[src/hdl/asf_regs.svh]
// constants for the alu status flag block: register offsets, fields, op codes
// assumes inclusion by the main file, the package and the testbench
`ifndef ASF_REGS_SVH
`define ASF_REGS_SVH
// ==========================================================
// register map (byte addresses)
`define ASF_FLAGS_OFF      12'h000
`define ASF_CMD_OFF        12'h004
`define ASF_OPA_OFF        12'h008
`define ASF_RES_OFF        12'h00c
// ==========================================================
// flag field positions
`define ASF_C_BIT          0
`define ASF_DC_BIT         1
`define ASF_Z_BIT          2
`define ASF_OV_BIT         3
`define ASF_N_BIT          4
`define ASF_FLAG_MASK      8'h1f
// ==========================================================
// command field layout
`define ASF_CMD_OP_LSB     0
`define ASF_CMD_DEST_BIT   4
`define ASF_CMD_K_LSB      8
// ==========================================================
// operation codes
`define ASF_OP_NOP         4'h0
`define ASF_OP_ADD_WORKING_REG_OP       4'h1
`define ASF_OP_ADD_LITERAL_OP       4'h2
`define ASF_OP_SUBTRACT_WORKING_OP       4'h3
`define ASF_OP_SUBTRACT_FROM_LITERAL_OP       4'h4
`define ASF_OP_RRF         4'h5
`define ASF_OP_RLF         4'h6
`define ASF_OP_CLEAR_REGISTER_OP        4'h7
`define ASF_OP_BCF         4'h8
`define ASF_OP_BSF         4'h9
`define ASF_OP_NIBBLE_SWAP_OP       4'ha
`define ASF_OP_REG_TO_REG_MOVE_OP       4'hb
`define ASF_OP_WORKING_TO_REG_MOVE_OP       4'hc
`define ASF_OP_AND         4'hd
`endif

[src/hdl/asf_pkg.sv]
// types of the alu status flag block
// assumes the constants header sits beside it
`include "asf_regs.svh"
package asf_pkg;
    typedef enum logic [1:0] {
        ASF_IDLE   = 2'b00,
        ASF_ACCESS = 2'b01
    } asf_state_e;
    typedef logic [3:0] asf_op_t;
    typedef struct packed {
        asf_state_e  state;
        logic        pready;
        logic [31:0] prdata;
        logic        pslverr;
        logic [7:0]  wreg;
        logic [7:0]  flags;
        logic [7:0]  result;
        logic [7:0]  src;
        logic        src_valid;
    } asf_st_s;
endpackage : asf_pkg

[src/hdl/asf_status.sv]
// Operation
// RL1: the status register may be destination of any instruction like others
// RL2: flag-affecting ops writing the status register set flags from the result
// RL3: clear aimed at status zeroes upper three bits and sets zero flag
// RL4: software should alter status only with bit, swap and move ops
// RL5: bits 7 to 5 read back as zero
// RL6: negative flag takes the result msb
// RL7: overflow flag set when signed operation changes sign bit wrongly
// RL8: zero flag set on zero result, cleared otherwise
// RL9: half carry set on carry out of bit 3 for add and subtract
// RL10: subtraction adds two's complement, so carries are inverted borrows
// RL11: rotates load half carry from source bit 4 or bit 3
// RL12: carry set on carry out of msb for add and subtract
// RL13: rotates load carry with the bit shifted out
// RL14: ops without flag effect leave flags alone; reset value undefined
//
// alu status flag register with a small alu, reached over apb
// assumes apb master per protocol; one instruction per command write
//
// Decided for this implementation: the APB slave port and the placing of the registers.
`include "asf_regs.svh"
module asf_status (
    // apb
    input  wire logic        pclk,
    input  wire logic        presetn,
    input  wire logic        psel,
    input  wire logic        penable,
    input  wire logic        pwrite,
    input  wire logic [11:0] paddr,
    input  wire logic [31:0] pwdata,
    output      logic        pready,
    output      logic [31:0] prdata,
    output      logic        pslverr,
    // flag view for the core
    output      logic [7:0]  flags_out,
    output      logic [7:0]  result_out
);
    import asf_pkg::*;

    asf_st_s st_r;
    asf_st_s st_nxt;
    logic [7:0] mem_rdata;
    logic       mem_we;

    // ==========================================================
    // helpers
    function automatic logic [9:0] add8(input logic [7:0] a, input logic [7:0] b,
                                        input logic cin);
        logic [4:0] lo;
        logic [8:0] full;
        lo   = {1'b0, a[3:0]} + {1'b0, b[3:0]} + {4'h0, cin};
        full = {1'b0, a} + {1'b0, b} + {8'h00, cin};
        // {carry, half carry, sum}
        add8 = {full[8], lo[4], full[7:0]};
    endfunction : add8

    function automatic logic sign_wrap(input logic [7:0] a, input logic [7:0] b,
                                       input logic [7:0] s);
        sign_wrap = (a[7] == b[7]) && (s[7] != a[7]);
    endfunction : sign_wrap

    // operand store: software loads source byte at operand register
    assign mem_we = psel && penable && pwrite && (paddr == `ASF_OPA_OFF) && st_r.pready;

    asf_operand_mem u_mem (
        .pclk    (pclk),
        .presetn (presetn),
        .we      (mem_we),
        .waddr   (2'b00),
        .wdata   (pwdata[7:0]),
        .raddr   (2'b00),
        .rdata   (mem_rdata)
    );

    // ==========================================================
    // next state
    always_comb begin
        logic [3:0]  op;
        logic        to_status;
        logic [7:0]  k;
        logic [7:0]  a;
        logic [7:0]  b;
        logic [9:0]  sum;
        logic [7:0]  res;
        logic [7:0]  fl;
        logic        arith;
        op        = 4'h0;
        to_status = 1'b0;
        k         = 8'h00;
        a         = 8'h00;
        b         = 8'h00;
        sum       = 10'h000;
        res       = 8'h00;
        fl        = st_r.flags;
        arith     = 1'b0;
        st_nxt    = st_r;
        st_nxt.pready  = 1'b0;
        st_nxt.pslverr = 1'b0;
        st_nxt.src       = mem_rdata;
        st_nxt.src_valid = 1'b1;
        case (st_r.state)
            ASF_IDLE: begin
                if (psel && !penable) begin
                    st_nxt.state   = ASF_ACCESS;
                    st_nxt.pready  = 1'b1;
                    // answer decoded at setup so it stands together with pready
                    st_nxt.prdata  = 32'h0000_0000;
                    st_nxt.pslverr = 1'b1;
                    if (paddr == `ASF_FLAGS_OFF) begin
                        st_nxt.pslverr = 1'b0;
                        if (!pwrite) begin
                            st_nxt.prdata = {24'h000000, st_r.flags & `ASF_FLAG_MASK}; // RL5
                        end
                    end else if (paddr == `ASF_CMD_OFF) begin
                        st_nxt.pslverr = 1'b0;
                        if (!pwrite) begin
                            st_nxt.prdata = {24'h000000, st_r.wreg};
                        end
                    end else if (paddr == `ASF_OPA_OFF) begin
                        st_nxt.pslverr = 1'b0;
                        if (!pwrite) begin
                            st_nxt.prdata = {24'h000000, st_r.src};
                        end
                    end else if (paddr == `ASF_RES_OFF) begin
                        st_nxt.pslverr = 1'b0;
                        if (!pwrite) begin
                            st_nxt.prdata = {24'h000000, st_r.result};
                        end
                    end
                end
            end
            ASF_ACCESS: begin
                st_nxt.state = ASF_IDLE;
                if (psel && penable) begin
                    if (paddr == `ASF_FLAGS_OFF) begin
                        if (pwrite) begin
                            // plain store, like any data register
                            st_nxt.flags = pwdata[7:0] & `ASF_FLAG_MASK; // RL1
                        end
                    end else if (paddr == `ASF_CMD_OFF) begin
                        if (pwrite) begin
                            op        = pwdata[`ASF_CMD_OP_LSB +: 4];
                            to_status = pwdata[`ASF_CMD_DEST_BIT];
                            k         = pwdata[`ASF_CMD_K_LSB +: 8];
                            // source is the status register itself when aimed there
                            a = to_status ? (st_r.flags & `ASF_FLAG_MASK) : st_r.src; // RL1
                            case (op)
                                `ASF_OP_ADD_WORKING_REG_OP: begin
                                    sum = add8(st_r.wreg, a, 1'b0);
                                    // addends are the working reg and the source byte
                                    b = st_r.wreg;
                                    arith = 1'b1;
                                end
                                `ASF_OP_ADD_LITERAL_OP: begin
                                    a = st_r.wreg;
                                    b = k;
                                    sum = add8(st_r.wreg, k, 1'b0);
                                    arith = 1'b1;
                                end
                                `ASF_OP_SUBTRACT_WORKING_OP: begin
                                    // f - w as f + ~w + 1
                                    b = ~st_r.wreg;
                                    sum = add8(a, ~st_r.wreg, 1'b1); // RL10
                                    arith = 1'b1;
                                end
                                `ASF_OP_SUBTRACT_FROM_LITERAL_OP: begin
                                    a = k;
                                    b = ~st_r.wreg;
                                    sum = add8(k, ~st_r.wreg, 1'b1); // RL10
                                    arith = 1'b1;
                                end
                                default: begin
                                    sum = 10'h000;
                                end
                            endcase
                            res = st_r.result;
                            if (arith) begin
                                res = sum[7:0];
                                fl[`ASF_C_BIT]  = sum[9]; // RL12
                                fl[`ASF_DC_BIT] = sum[8]; // RL9
                                fl[`ASF_OV_BIT] = sign_wrap(a, b, res); // RL7
                                fl[`ASF_N_BIT]  = res[7]; // RL6
                                fl[`ASF_Z_BIT]  = (res == 8'h00); // RL8
                            end else if (op == `ASF_OP_RRF) begin
                                res = {st_r.flags[`ASF_C_BIT], a[7:1]};
                                fl[`ASF_C_BIT]  = a[0]; // RL13
                                fl[`ASF_DC_BIT] = a[4]; // RL11
                                fl[`ASF_N_BIT]  = res[7];
                                fl[`ASF_Z_BIT]  = (res == 8'h00);
                            end else if (op == `ASF_OP_RLF) begin
                                res = {a[6:0], st_r.flags[`ASF_C_BIT]};
                                fl[`ASF_C_BIT]  = a[7]; // RL13
                                fl[`ASF_DC_BIT] = a[3]; // RL11
                                fl[`ASF_N_BIT]  = res[7];
                                fl[`ASF_Z_BIT]  = (res == 8'h00);
                            end else if (op == `ASF_OP_CLEAR_REGISTER_OP) begin
                                res = 8'h00;
                                fl[`ASF_Z_BIT] = 1'b1; // RL3
                            end else if (op == `ASF_OP_AND) begin
                                res = st_r.wreg & a;
                                fl[`ASF_N_BIT] = res[7];
                                fl[`ASF_Z_BIT] = (res == 8'h00); // RL8
                            end else if (op == `ASF_OP_BCF) begin
                                res = a & ~(8'h01 << k[2:0]);
                            end else if (op == `ASF_OP_BSF) begin
                                res = a | (8'h01 << k[2:0]);
                            end else if (op == `ASF_OP_NIBBLE_SWAP_OP) begin
                                res = {a[3:0], a[7:4]};
                            end else if (op == `ASF_OP_WORKING_TO_REG_MOVE_OP) begin
                                res = st_r.wreg;
                            end else if (op == `ASF_OP_REG_TO_REG_MOVE_OP) begin
                                res = st_r.src;
                            end
                            st_nxt.result = res;
                            if (to_status) begin
                                if (op == `ASF_OP_CLEAR_REGISTER_OP) begin
                                    // flag logic wins the z bit, others kept
                                    st_nxt.flags = {3'b000, fl[4:0]}; // RL3
                                end else if (arith || op == `ASF_OP_RRF ||
                                             op == `ASF_OP_RLF || op == `ASF_OP_AND) begin
                                    // data write blocked for all bits, unaffected flags kept
                                    st_nxt.flags = {3'b000, fl[4:0]}; // RL2
                                end else if (op != `ASF_OP_NOP) begin
                                    // non-flag ops store data as written
                                    st_nxt.flags = res & `ASF_FLAG_MASK; // RL4
                                end
                            end else begin
                                st_nxt.flags = {3'b000, fl[4:0]}; // RL14
                                if (op == `ASF_OP_REG_TO_REG_MOVE_OP) begin
                                    st_nxt.wreg = st_r.wreg;
                                end else if (op != `ASF_OP_NOP && op != `ASF_OP_WORKING_TO_REG_MOVE_OP) begin
                                    st_nxt.wreg = res;
                                end
                            end
                        end
                    end else if (paddr == `ASF_RES_OFF) begin
                        if (pwrite) begin
                            st_nxt.wreg = pwdata[7:0];
                        end
                    end
                end
            end
            default: begin
                st_nxt.state = ASF_IDLE;
            end
        endcase
    end

    // ==========================================================
    // state register; flags get a value only to keep sims clean
    always_ff @(posedge pclk or negedge presetn) begin
        if (!presetn) begin
            st_r <= '0; // RL14
        end else begin
            st_r <= st_nxt;
        end
    end

    assign pready     = st_r.pready;
    assign prdata     = st_r.prdata;
    assign pslverr    = st_r.pslverr;
    assign flags_out  = st_r.flags;
    assign result_out = st_r.result;

    // ==========================================================
    // checks
    AST_UPPER_ZERO: assert property (@(posedge pclk) disable iff (!presetn)
        flags_out[7:5] == 3'b000) else $error("upper status bits not zero"); // RL5
    AST_READ_UPPER: assert property (@(posedge pclk) disable iff (!presetn)
        (pready && paddr == `ASF_FLAGS_OFF && !pwrite) |-> prdata[31:5] == 27'h0)
        else $error("status read upper bits nonzero"); // RL5
    AST_ZERO_FLAG: assert property (@(posedge pclk) disable iff (!presetn)
        (psel && penable && pready && pwrite && paddr == `ASF_CMD_OFF &&
         (pwdata[3:0] == `ASF_OP_ADD_WORKING_REG_OP || pwdata[3:0] == `ASF_OP_SUBTRACT_FROM_LITERAL_OP))
        |=> flags_out[`ASF_Z_BIT] == (result_out == 8'h00))
        else $error("zero flag mismatch"); // RL8
    AST_NEG_FLAG: assert property (@(posedge pclk) disable iff (!presetn)
        (psel && penable && pready && pwrite && paddr == `ASF_CMD_OFF &&
         pwdata[3:0] == `ASF_OP_ADD_LITERAL_OP)
        |=> flags_out[`ASF_N_BIT] == result_out[7])
        else $error("negative flag mismatch"); // RL6
    AST_CLR_STATUS: assert property (@(posedge pclk) disable iff (!presetn)
        (psel && penable && pready && pwrite && paddr == `ASF_CMD_OFF &&
         pwdata[3:0] == `ASF_OP_CLEAR_REGISTER_OP && pwdata[4])
        |=> flags_out[`ASF_Z_BIT] && flags_out[1:0] == $past(flags_out[1:0]) &&
            flags_out[4:3] == $past(flags_out[4:3]))
        else $error("clear of status wrong"); // RL3
    AST_RRF_CARRY: assert property (@(posedge pclk) disable iff (!presetn)
        (psel && penable && pready && pwrite && paddr == `ASF_CMD_OFF &&
         pwdata[3:0] == `ASF_OP_RRF && !pwdata[4])
        |=> flags_out[`ASF_C_BIT] == $past(st_r.src[0]) &&
            flags_out[`ASF_DC_BIT] == $past(st_r.src[4]))
        else $error("rotate right flags wrong"); // RL13
    AST_RLF_HALF: assert property (@(posedge pclk) disable iff (!presetn)
        (psel && penable && pready && pwrite && paddr == `ASF_CMD_OFF &&
         pwdata[3:0] == `ASF_OP_RLF && !pwdata[4])
        |=> flags_out[`ASF_DC_BIT] == $past(st_r.src[3]) &&
            flags_out[`ASF_C_BIT] == $past(st_r.src[7]))
        else $error("rotate left flags wrong"); // RL11
    AST_NOFLAG_KEEP: assert property (@(posedge pclk) disable iff (!presetn)
        (psel && penable && pready && pwrite && paddr == `ASF_CMD_OFF && !pwdata[4] &&
         (pwdata[3:0] == `ASF_OP_WORKING_TO_REG_MOVE_OP || pwdata[3:0] == `ASF_OP_NIBBLE_SWAP_OP))
        |=> $stable(flags_out))
        else $error("flags changed by non-flag op"); // RL14
    AST_PREADY_PULSE: assert property (@(posedge pclk) disable iff (!presetn)
        pready |=> !pready) else $error("pready held over two cycles");
endmodule : asf_status

[src/hdl/asf_operand_mem.sv]
// small register file holding the ALU source operand bytes
// assumes one write port and one registered read port on pclk
module asf_operand_mem (
    // clock and reset
    input  wire logic       pclk,
    input  wire logic       presetn,
    // write port
    input  wire logic       we,
    input  wire logic [1:0] waddr,
    input  wire logic [7:0] wdata,
    // read port
    input  wire logic [1:0] raddr,
    output      logic [7:0] rdata
);
    logic [7:0] mem_r [4];
    // ==========================================================
    // storage and registered read
    always_ff @(posedge pclk or negedge presetn) begin
        if (!presetn) begin
            for (int i = 0; i < 4; i++) begin
                mem_r[i] <= 8'h00;
            end
            rdata <= 8'h00;
        end else begin
            if (we) begin
                mem_r[waddr] <= wdata;
            end
            rdata <= mem_r[raddr];
        end
    end
endmodule : asf_operand_mem

[config.mk]
export PLATFORM = sky130hd
export DESIGN_NAME = asf_status
export DESIGN_NICKNAME = d
export VERILOG_FILES = /design/src/hdl/asf_pkg.sv /design/src/hdl/asf_status.sv /design/src/hdl/asf_operand_mem.sv
export VERILOG_INCLUDE_DIRS = /design/src /design/src/hdl
export SDC_FILE = /design/constraint.sdc
export NUM_CORES = 1
export LEC_CHECK = 0
export ABC_CLOCK_PERIOD_IN_PS = 8900
export BUFFER_PORTS_ARGS = -buffer_cell sky130_fd_sc_hd__buf_2
export CAP_MARGIN = 25
export CELL_PAD_IN_SITES_DETAIL_PLACEMENT = 1
export CELL_PAD_IN_SITES_GLOBAL_PLACEMENT = 2
export CORE_ASPECT_RATIO = 0.75
export CORE_MARGIN = 2
export CORE_UTILIZATION = 35
export DETAILED_ROUTE_END_ITERATION = 16
export GPL_TIMING_DRIVEN = 1
export PLACE_DENSITY = 0.95
export SLEW_MARGIN = 20
export SYNTH_ARGS = -nofsm -noshare
export SYNTH_HDL_FRONTEND = slang
export SYNTH_SLANG_ARGS = --single-unit
export TNS_END_PERCENT = 5
[constraint.sdc]
create_clock -name pclk -period 8.9 [get_ports pclk]
set_input_delay 0.445 -clock pclk [delete_from_list [all_inputs] [get_ports pclk]]
set_output_delay 0.445 -clock pclk [all_outputs]
set_load 0.01 [all_outputs]
== Yosys cells after proc, flatten, opt, wreduce, memory -nomap -nowiden ==
Cells that the tools add are included.

* Output and inout bits: 50
* Input port bits: 49
* Register bits: 84
* Logic and storage cells: 155

* Equal/unequal tests: 28
* Shift-type cells: 1
* Muxes and demuxes: 72
* Reductions and logical operators: 26
* Bitwise operators: 6
* $add $sub $neg: 12

{| class="wikitable"
|+ Operator list
! operator !! count
|-
| 8-bit two-way mux || 36
|-
| 33-bit two-way mux || 4
|-
| 10-bit two-way mux || 5
|-
| 10-bit case mux with 4 select lines || 1
|-
| 8-bit by 8-bit adder with 9-bit output || 4
|-
| 36-bit two-way mux || 1
|-
| 34-bit two-way mux || 1
|-
| 8-bit logical NOT || 4
|-
| 12-bit by 4-bit == test with 1-bit output (second input constant) || 2
|-
| 4-bit == test (second input constant) || 6
|-
| 24-bit two-way mux || 1
|-
| 8-bit case mux with 3 select lines || 1
|-
| 4-bit by 4-bit adder with 5-bit output || 4
|-
| 9-bit by 1-bit adder with 9-bit output (second input constant) || 2
|-
| 8-bit AND || 2
|-
| 4-bit by 3-bit == test with 1-bit output (second input constant) || 4
|-
| 16-bit two-way mux || 1
|-
| 8-bit inverter || 2
|-
| 8-bit case mux with 2 select lines || 1
|-
| 1-bit two-way mux || 15
|-
| 12-bit by 3-bit == test with 1-bit output (second input constant) || 1
|-
| 12-bit logical NOT || 1
|-
| 2-bit != test (second input constant) || 6
|-
| 5-bit by 1-bit adder with 5-bit output (second input constant) || 2
|-
| other kinds (26) || 38
|}

== Logic depth before layout (Yosys ltp) ==
Gate-level depths: netlist (run 1).

* Depth in word-level cells: 22
* Gate-level depth with buffers: 14

== Modules after synthesis ==
Synthesis (run 1) repeated with hierarchy kept, for this count alone.

* Cell total of the unflattened synthesis: 886
* Area total of the unflattened synthesis: 7495.9 um2

{| class="wikitable"
|+ Modules (own cells, without submodules)
! module !! instances !! cells each !! area an instance (um2)
|-
| asf_status || 1 || 800 || 5894.4
|-
| asf_operand_mem || 1 || 86 || 1601.5
|}

== Least setup slack after synthesis (run 1) ==
OpenSTA, ideal clock, no wires.

* Path kind: input -> register
* From: in pwdata[4]
* To: reg st_r, in the netlist flags_out[2]
* Setup time: 0.087 ns
* Stages on the path: 14
* Data required time: 8.813 ns
* Data arrival time: 3.118 ns
* Setup slack: 5.696 ns
* Cells stage by stage: buf_6 -> mux2i_1 -> inv_1 -> ha_1 -> clkbuf_1 -> nor3b_1 -> nor3_1 -> o21ba_2 -> maj3_1 -> nand2_1 -> o21ai_0 -> nor4_1 -> a31oi_1 -> a211oi_2

* Longest elaborated chain between the ends: 22
* Elaborated cells between the ends (all ways): 45

{| class="wikitable"
|+ RTL lines
! element !! line !! RTL
|-
| start: declaration || asf_status.sv:30 || <nowiki>input wire logic [31:0] pwdata,</nowiki>
|-
| branches (longest 22 deep; another with 8-bit by 8-bit adder with 9-bit output) || - ||
|-
| end signal: assignment || asf_status.sv:255 || <nowiki>st_r <= st_nxt;</nowiki>
|-
| end: declaration || asf_status.sv:40 || <nowiki>asf_st_s st_r;</nowiki>
|}

Parallel ways; which one is timed is not known. The select of a mux whose other input is x is not followed.
A chain may end at the register's enable or synchronous reset.

== Final worst setup path (run 1) ==
Ends and elaborated chain as after synthesis.

==> results of run 1 <==
==> cells by family after synthesis <==
logic type	Yosys count	share of synthesized area (%)
and+or+nand+nor	288	23.35
AOI/OAI and AO/OA	256	27.17
buffers and inverters	124	11.69
DFF	56	22.54
adders and majority gates	40	8.454
muxes	35	6.159
xor gates and xnor gates	4	0.5637
other	1	0.06033
==> critical path: cells and delay by family <==
kind,cells,cell delay [ps]
muxes,1,620
adders and majority gates,3,880
and+or+nand+nor,3,1030
AOI/OAI and AO/OA,4,720
buffers and inverters,2,590
==> worst paths after layout <==
| kind | start | endpoint | slack (ps) | depth (start not counted) |
|---|---|---|---|---|
| setup / recovery | pwdata[4] | flags_out[2] | 4800 | 13 |
| hold / removal | presetn | st_r[6] | 270 | 2 |
| setup reg to reg | flags_out[0] | flags_out[2] | 4850 | 12 |
| hold reg to reg | u_mem.rdata[2] | st_r[3] | 350 | 0 |
| max in group asynchronous | presetn | u_mem.rdata[3] | 8140 | 2 |
| min in group pclk | penable | st_r[67] | 350 | 2 |
==> cell type report <==
class / instances / area (µm²) / share of cell area [%]
Clock buffer: 5 / 125.1 / 1.908
Multi-Input combinational cell: 650 / 4203 / 64.10
Tap cell: 242 / 302.8 / 4.618
Sequential cell: 56 / 1401 / 21.37
Clock inverter: 2 / 60.06 / 0.9160
Timing Repair Buffer: 66 / 355.3 / 5.420
Inverter: 29 / 108.9 / 1.660
==> power by group through the flow <==
stage               Clock, mW  Combinational (mW)  Sequential, mW
floorplan                   0               0.114           0.268
global placement            0               0.150           0.268
finish                  0.254               0.158           0.263
global route            0.265               0.170           0.264
CTS                     0.255               0.153           0.264
detailed placement          0               0.152           0.269
==> per-layer routing <==
layer	GRT usage, %	vias to the layer above	wire, µm
met5	0	-	0
met1	39.50	3169	11420
met2	34.95	296	9766
met4	3.580	0	343
met3	7.205	35	2454
li1	-	2875	-
==> placed cells by master (no fill, tap or decap), drive strengths merged, types with 4 or more instances in the layout <==
| cell | instances |
|---|---|
| a221oi | 8 |
| or2 | 6 |
| nor3 | 19 |
| nand4 | 7 |
| mux2i | 19 |
| o21ai | 53 |
| a22oi | 9 |
| a31oi | 6 |
| o221ai | 5 |
| a221o | 7 |
| o22ai | 10 |
| nor2b | 17 |
| inv | 28 |
| and3 | 8 |
| a21oi | 83 |
| nand2b | 11 |
| mux2 | 16 |
| conb | 27 |
| nand3 | 22 |
| ha | 34 |
| fa | 4 |
| o211ai | 10 |
| nor4 | 6 |
| nor4b | 8 |
| clkbuf | 5 |
| o31a | 5 |
| nor2 | 74 |
| or3 | 6 |
| o31ai | 7 |
| o21bai | 4 |
| a211oi | 10 |
| dfrtp | 56 |
| nand2 | 86 |
| buf | 66 |
| nor3b | 5 |
==> registers in the layout, indices dropped and copies added, names as in the netlist <==
name         cells
flags_out        5
pready           1
result_out       8
u_mem.rdata      8
st_r            17
pslverr          1
u_mem.mem_r      8
prdata           8
==> per-stage QoR <==
| step | hold slack [ps] | worst slack, ps |
|---|---|---|
| detailed placement | 337.2 | 4621 |
| global placement | 332.5 | 4690 |
| global route | 328.4 | 4673 |
| finish | 267.6 | 4802 |
| floorplan | 149.4 | 5696 |
| CTS | 307.0 | 4924 |
==> results.md, run 1 <==
* Critical path arrival at roughly 4300 ps
* I/O Pins at roughly 100
* H-tree depth at 2
* Vias in the first global route at roughly 6.0k
* Die area at 18850 µm²
* Placed Area at around 6400 µm²
* Die W at about 160 µm
* Clock Sinks at 56
* RePlAce Congestion at 0.9947
* Global-route usage over all layers at about 25%
* Sw Pwr at between 200 and 250 µW
* Clk root buf: clkbuf_16
* Sw Share at 30.64%
* Drt total wl at 23990 µm
* Startpoint types: primary input
* P_leak at between 2 and 3 nW
* Final Util at between 30% and 40%
* Clk buf depth at 2
* Slew headroom at 35.20%
* Max-cap violations at 0
* Die Span Y at ~120 µm
* Most frequent cell after synthesis: nand2_1
* #FFs+latches synth at 56
* Placed cells at around 1.0k
* Total CTS buffers at 5
* Dominant cells by area after synthesis: dfrtp_1 23%, ha_1 6.8%, buf_4 6.6%, a21oi_1 6.6%, nand2_1 5.1%
* Hold Vio Cnt, Final at 0
* Global-route wire length before repair at between 30000 and 40000 µm
* Crit path max fanout at 16
* Ant diodes at 0
* VDD IR-drop max at roughly 0.000076 V
* Min cycle time layout at 4098 ps
* Drt pass-1 iters at 7
* Final Cycle Share at between 40% and 50%
* Synth Instances at between 800 and 900
* Post-CTS setup buffer count at 0
* Worst min path class: primary input to async pin
* Cell taking the most area after synthesis: dfrtp_1
* Design Area, Final at 6556 µm²
* Delay of the slowest critical-path stage at a little over 600 ps
* Max Clk Rate at 244.0 MHz
* Initial Utilization at 35.52%
* EDFF count, synth at 0
* Drt wl/cell at roughly 23 µm
* P_int at about 470 µW
* Synth warn at 0
* Port bufs at 55
* Final setup vio count at 0
* Hpwl dp at between 15000 and 20000 µm
* CP Capture Type: register
* Seq/Total Area, Yosys at between 20 and 25%
* Post-CTS Hold Fix Bufs at 0
* DRC at 0
* Grt ovf at 0
* Flop pwr share at between 30% and 40%
* DR iter-0 viols at 618
* Clk network pwr share at between 30% and 40%
* Worst-Margin Slew at between 900 and 1000 ps
* Row count at 42
* Clock-pin transition on the worst setup and hold timing paths at approximately 70 ps
* Share of the synthesized area in the top cell type at 22.54%
* # resized after CTS at 0
* RSZ-0062 raised after global routing: no
* Share of cells above drive strength 1 at approximately 15%
* Crit-path slowest cell: mux2i_1
* Slew Limit Fails at 0
* Filler cells at 2219
* Syn avg cell area at 7.731 µm²
* Design Power at 675.8 µW
* Top FF cell, synth: dfrtp_1
* Status: complete, no violations
* Routed Antenna Nets at 0
* Core area at around 17000 µm²
* PwrDens at a little over 100 nW/µm²
* Antenna violations before repair at 0
* Area delta synth->final at 5.475%
* Worst Path Class, Setup: primary input to register
* Vias per cell at around 6.1
* Final std cells w/o fill at around 1.1k
* Skew-Pair Late Insertion Delay at approximately 300 ps
* Pin count of the biggest net entering global routing at 57
* Most frequent cells after synthesis: 85 x nand2_1, 82 x a21oi_1, 70 x nor2_1
* Layout net count at a little under 900
* Synth Cell Area at between 6000 and 7000 µm²
* Worst path cell trace: buf_2 > mux2i_1 > inv_1 > ha_1 > fa_1 > nor3b_1 > nor3_1 > o21ba_2 > maj3_1 > o21ai_0 > nor4_1 > a31oi_1 > a211oi_2
* Clk_skew at about 8.7 ps
* Setup_tns at 0 ps
* Via count at around 6.4k
* Ys async rst share at between 90% and 100%
* Cell variety after synth at slightly below 90
* Gate power share at between 20% and 30%
* TritonCTS clock tree: built
* CP required at 9110 ps
(Power assumes the default switching activity.)
==> run 2, diff against run 1 <==
- ABC_CLOCK_PERIOD_IN_PS: 8900 -> 3660
- CORE_UTILIZATION: 35 -> 31
- PLACE_DENSITY: 0.95 -> 0.91
- clock period: 8.9 -> 3.66 ns (I/O delays scaled with it)
==> run 2 against run 1 <==
The run now ends with design-rule violations left. Cell count rose by 5.0%. Clock skew grew 0.77 ps. Routed wire length is 6.8% higher. Worst setup slack worse by 4500 ps. Sequential share of layout area shrank 0.94 points. Count of clock-buffer cells in the layout grew 1. Sequential power grew 140%. Worst hold slack lost 140 ps. Sequential cell count is the same.
==> results.md, run 2 (same netlist as run 1, synthesis figures left out) <==
* Status: complete, but fails checks
* Failing checks: design-rule violations
* Share of cells above drive strength 1 at roughly a fifth
* CP Launch Point: flags_out[0]
* Drt total wl at ~26000 µm
* DR iter-0 viols at between 500 and 600
* Design Power at between 1.5 and 2 mW
* RePlAce Congestion at 1.029
* Routed Antenna Nets at 0
* RSZ-0062 raised after global routing: no
* WP buf/inv at 2
* Slew Limit Fails at 0
* Vias per cell at between 5 and 6
* Die area at ~21000 µm²
* Worst R2R Start: flags_out[0]
* Grt ovf at 0
* Worst min path class: primary input to register
* I/O Pins at 99
* Reg2reg end: flags_out[2]
* Crit path max fanout at 5
* TritonCTS clock tree: built
* Global-route usage over all layers at between 20% and 30%
* Initial Utilization at between 30% and 40%
* Drt wl/cell at 23.24 µm
* Crit. path cell count at 14
* Biggest register: st_r
* DRC at 3
* Max Clk Rate at 293.8 MHz
* Port bufs at 55
* Pin count of the biggest net entering global routing at 47
* Worst Path Class, Setup: register to register
* Die W at between 150 and 200 µm
* Row count at 44
* Ant diodes at 0
* Flip-flop and latch area at between 1000 and 1500 µm²
* Critical path arrival at about 3600 ps
* PwrDens at roughly 230 nW/µm²
* Reg2reg setup slack at about 260 ps
* Clock Sinks at 56
* Hold Vio Cnt, Final at 0
* CP required at between 3000 and 4000 ps
* Slew headroom at roughly two fifths
* Core area at just under 20000 µm²
* Antenna violations before repair at 0
* Worst-Margin Slew at 917.6 ps
* Top sig layer: met4
* Metal2 WL at about 9900 µm
* Clock-pin transition on the worst setup and hold timing paths at 80 ps
* Drt pass-1 iters at 11
* Vias in the first global route at around 6.3k
* Clk buf depth at 2
* Filler cells at between 2k and 2.5k
* Via count at approximately 6.5k
* Crit-path leading delay family: compound AO/OA/AOI/OAI gates
* Hpwl dp at ~20000 µm
* Startpoint types: register
* Die Span Y at around 130 µm
* Final Cycle Share at around 93%
* CP Capture Type: register
* DRT met1 WL at ~12000 µm
* H-tree depth at 2
* Min cycle time layout at ~3400 ps
* Setup_tns at 0 ps
* Area delta synth->final at 10.33%
* Total CTS buffers at 5
* Most frequent cells in the layout: 85 x nand2_1, 82 x a21oi_1, 70 x nor2_1
* Crit-path slowest cell: dfrtp_1
* Skew-Pair Late Insertion Delay at roughly 300 ps
* Commonest non-fill, non-tap cell in the layout: nand2_1
* Worst path cell trace: mux2i_1 > buf_4 > ha_1 > inv_1 > fa_1 > nor2b_1 > a21oi_1 > xnor2_1 > o41a_1 > o21ai_0 > a221o_1 > a21bo_2 > a31oi_1 > a211oi_2
* Global-route wire length before repair at 39190 µm
* Area occupied by multi-input gates at approximately 4200 µm²
* Delay of the slowest critical-path stage at 460 ps
* Worst Hold Depth at 2
* Reg2reg path depth at 14
* Met3 WL at 3196 µm
* P_leak at approximately 3 nW
* Clk_skew at about 9.4 ps
* VDD IR-drop max at 0.0002006 V
* Clk root buf: clkbuf_16
* Max-cap violations at 0
* Final setup vio count at 0
* Layout net count at a little over 900
* Max FFs per register at 17
* Worst setup path endpoint: flags_out[2]
[run 2: cell types whose count changed in the layout (fill, tap and decap cells not counted), sizes merged]
cell         change
dlygate4sd3      +1
buf             +39
inv              +2
clkbuf           +1
bufinv           -2
[run 2: per-stage QoR]
stage / cells / cell area, µm² / utilization (%) / setup slack, ps / hold slack (ps)
CTS: 1102 / 6847 / 35.13 / 295.5 / 91.73
floorplan: 830 / 6314 / - / 640.1 / -112.6
finish: 1102 / 6858 / 35.19 / 255.8 / 124.3
detailed placement: 1093 / 6680 / 34.28 / 180.2 / 61.36
global placement: 1093 / 6680 / 34.28 / 283.4 / 53.87
global route: 1102 / 6858 / 35.19 / 92.19 / 124.6
[run 2: layer usage]
layer / track usage [%] / vias up
met5: 0 / -
met2: 32.54 / 346
li1: - / 2954
met4: 5.115 / 0
met1: 37.07 / 3208
met3: 7.644 / 35
[run 2: where the power goes]
part | leakage [nW] | internal, mW | switching, mW
Clock | 0.0779 | 0.278 | 0.242
Sequential | 0.759 | 0.633 | 0.00785
Combinational | 2.25 | 0.130 | 0.273
Total | 3.08 | 1.04 | 0.523
[run 2: final cells by class]
type	count	share of cell area [%]
multi-input cells	650	61.45
clock buffers	6	2.025
clock inverters	2	0.2554
inverters	29	1.587
flip-flops and latches	56	20.43
well taps	253	4.616
repair buffers	106	9.633
[run 2: worst min-delay path by stage]
stage,endpoint,from
global placement,st_r[6],presetn
CTS,st_r[67],penable
floorplan,flags_out[0],presetn
detailed placement,st_r[6],presetn
global route,st_r[67],penable
finish,st_r[67],penable
[run 2: worst register-to-register path, stage by stage, from the launching register on]
cell,delay (ps)
dfrtp_1,460
mux2i_1,310
buf_4,210
ha_1,140
inv_1,50
fa_1,410
nor2b_1,150
a21oi_1,70
xnor2_1,230
o41a_1,260
o21ai_0,140
a221o_1,400
a21bo_2,230
a31oi_1,180
a211oi_2,70
[run 2: timing repair]
action | CTS | global route
endpoints found under the setup margin | 0 | 1
hold endpoints to repair | 10 | 0
hold buffers | 1 | 0
gates resized for setup | 0 | 1
setup buffers | 0 | 0
==> run 3, diff against run 2 <==
- GPL_TIMING_DRIVEN: 1 -> 0
- SETUP_SLACK_MARGIN: default -> 0.3
==> run 3 against run 2 <==
Clock skew down 2.2 ps. Register-to-register slack better by 90 ps. Sequential share of layout area down 1.1 points. Critical path depth down 1. The run still ends with design-rule violations left. Count of clock-buffer cells in the layout up 1. Critical path type unchanged. Largest power group unchanged. Sequential power about the same.
==> results.md, run 3 (same netlist as run 1, synthesis figures left out) <==
* PwrDens at roughly 220 nW/µm²
* Global-route wire length before repair at between 40000 and 50000 µm
* Clk buf depth at 2
* Placed cells at ~1.1k
* Initial Utilization at 31.90%
* Max FFs per register at 17
* Area delta synth->final at 17.81%
* Global-route usage over all layers at 25.13%
* Skew-Pair Late Insertion Delay at approximately 300 ps
* Die W at approximately 170 µm
* Via count at roughly 7k
* Design Area, Final at around 7300 µm²
* Final std cells w/o fill at approximately 1.2k
* Status: complete, but fails checks
* Clock Sinks at between 50 and 60
* Vias in the first global route at 6803
* RSZ-0062 raised after global routing: yes
* Core area at about 20000 µm²
* RePlAce Congestion at 0.9932
* Antenna violations before repair at 0
* CP required at around 3900 ps
* Total CTS buffers at 5
* Worst-Margin Slew at 985.8 ps
* Setup_tns at 0 ps
* Commonest non-fill, non-tap cell in the layout: nand2_1
* Crit path max fanout at 8
* Routed Antenna Nets at 0
* Final setup vio count at 0
* Placed Area at between 6000 and 7000 µm²
* Drt pass-1 iters at 12
* Failing checks: design-rule violations
* Place WS at -413.9 ps
* Ant diodes at 0
* Die area at 21210 µm²
* Layout net count at about 990
* Most frequent cells in the layout: 85 x nand2_1, 81 x a21oi_1, 72 x buf_4
* Critical path arrival at between 3000 and 4000 ps
* VDD IR-drop max at between 0.00015 and 0.0002 V
* Hold Vio Cnt, Final at 0
* Clk_skew at 7.205 ps
* Min cycle time layout at about 3300 ps
* Max Clk Rate at 301.6 MHz
* P_leak at 3.285 nW
* Slew Limit Fails at 0
* CP Capture Type: register
* Filler cells at approximately 2.4k
* I/O Pins at between 90 and 100
* Startpoint types: register
* DRC at 3
* Port bufs at 50
* TritonCTS clock tree: built
* Pin count of the biggest net entering global routing at 57
* Final Cycle Share at around 90%
* Drt wl/cell at roughly 23 µm
* Row count at 44
* Die Span Y at between 100 and 150 µm
* Hpwl dp at 20940 µm
* Worst min path class: primary input to register
* Biggest register: st_r
* H-tree depth at 2
* Worst Slack Setup Final at between 300 and 400 ps
* Grt ovf at 0
* Share of cells above drive strength 1 at 25.22%
* Drt total wl at between 20000 and 30000 µm
* Slew headroom at around 33%
* Clk root buf: clkbuf_16
* DR iter-0 viols at around 730
* Vias per cell at between 5 and 6
* Clock-pin transition on the worst setup and hold timing paths at around 70 ps
* Max-cap violations at 0
* Worst Path Class, Setup: register to register
run 3: final cells by class:
cell class	count	area (µm²)	area share (%)
multi-input combinational	650	4309	58.84
timing repair buffer	70	397.9	5.433
buffer	95	624.3	8.526
sequential	56	1413	19.29
inverter	29	112.6	1.538
clock buffer	7	142.6	1.948
clock inverter	1	7.507	0.1025
tap	253	316.6	4.323
run 3: power breakdown:
group | switching (mW) | internal (mW) | total [mW]
Sequential | 0.00859 | 0.633 | 0.642
Clock | 0.223 | 0.273 | 0.496
Combinational | 0.291 | 0.165 | 0.456
Total | 0.523 | 1.07 | 1.59
run 3: layer usage:
metal / track usage [%] / routed length (µm) / vias to the layer above / share of wire, %
li1: - / - / 3072 / -
met4: 4.297 / 402 / 0 / 1.5
met1: 37.52 / 12510 / 3392 / 47
met3: 7.114 / 2894 / 36 / 11
met5: 0 / 0 / - / 0
met2: 36.17 / 11070 / 366 / 41
run 3: repair_timing:
item	in CTS	in global routing
pin swaps	2	4
hold buffers	1	0
resized for setup	16	27
endpoints found under the setup margin	16	12
endpoints found under the hold margin	56	0
buffers inserted	2	14
run 3: worst paths after layout:
path                                 to  depth (start not counted)           start  slack, ps
min                            st_r[67]                          2         penable        100
max reg2reg                flags_out[2]                         13    flags_out[0]        340
min reg2reg                     st_r[8]                          0  u_mem.rdata[7]        350
max                        flags_out[2]                         13    flags_out[0]        340
max in group asynchronous      st_r[28]                          2         presetn       2670
min in group asynchronous       st_r[6]                          2         presetn        480
run 3: worst max-delay path, stage by stage (launching register included):
cell,delay [ps]
dfrtp_2,500
mux2i_4,230
buf_4,170
ha_1,130
inv_1,50
fa_1,450
nand4_1,110
a21oi_1,70
a221oi_1,420
o21ai_0,310
nor4b_2,260
and3_1,200
a31oi_1,110
a211oi_2,210
run 3: per-stage QoR:
stage / util (%) / hold slack (ps) / total power, mW
2_1_floorplan: - / -112.6 / 0.9291
3_3_place_gp: 35.30 / 332.0 / 1.079
3_5_place_dp: 35.34 / 282.1 / 1.084
4_1_cts: 36.61 / 86.15 / 1.585
5_1_grt: 37.58 / 104.1 / 1.661
6_report: 37.58 / 95.35 / 1.594
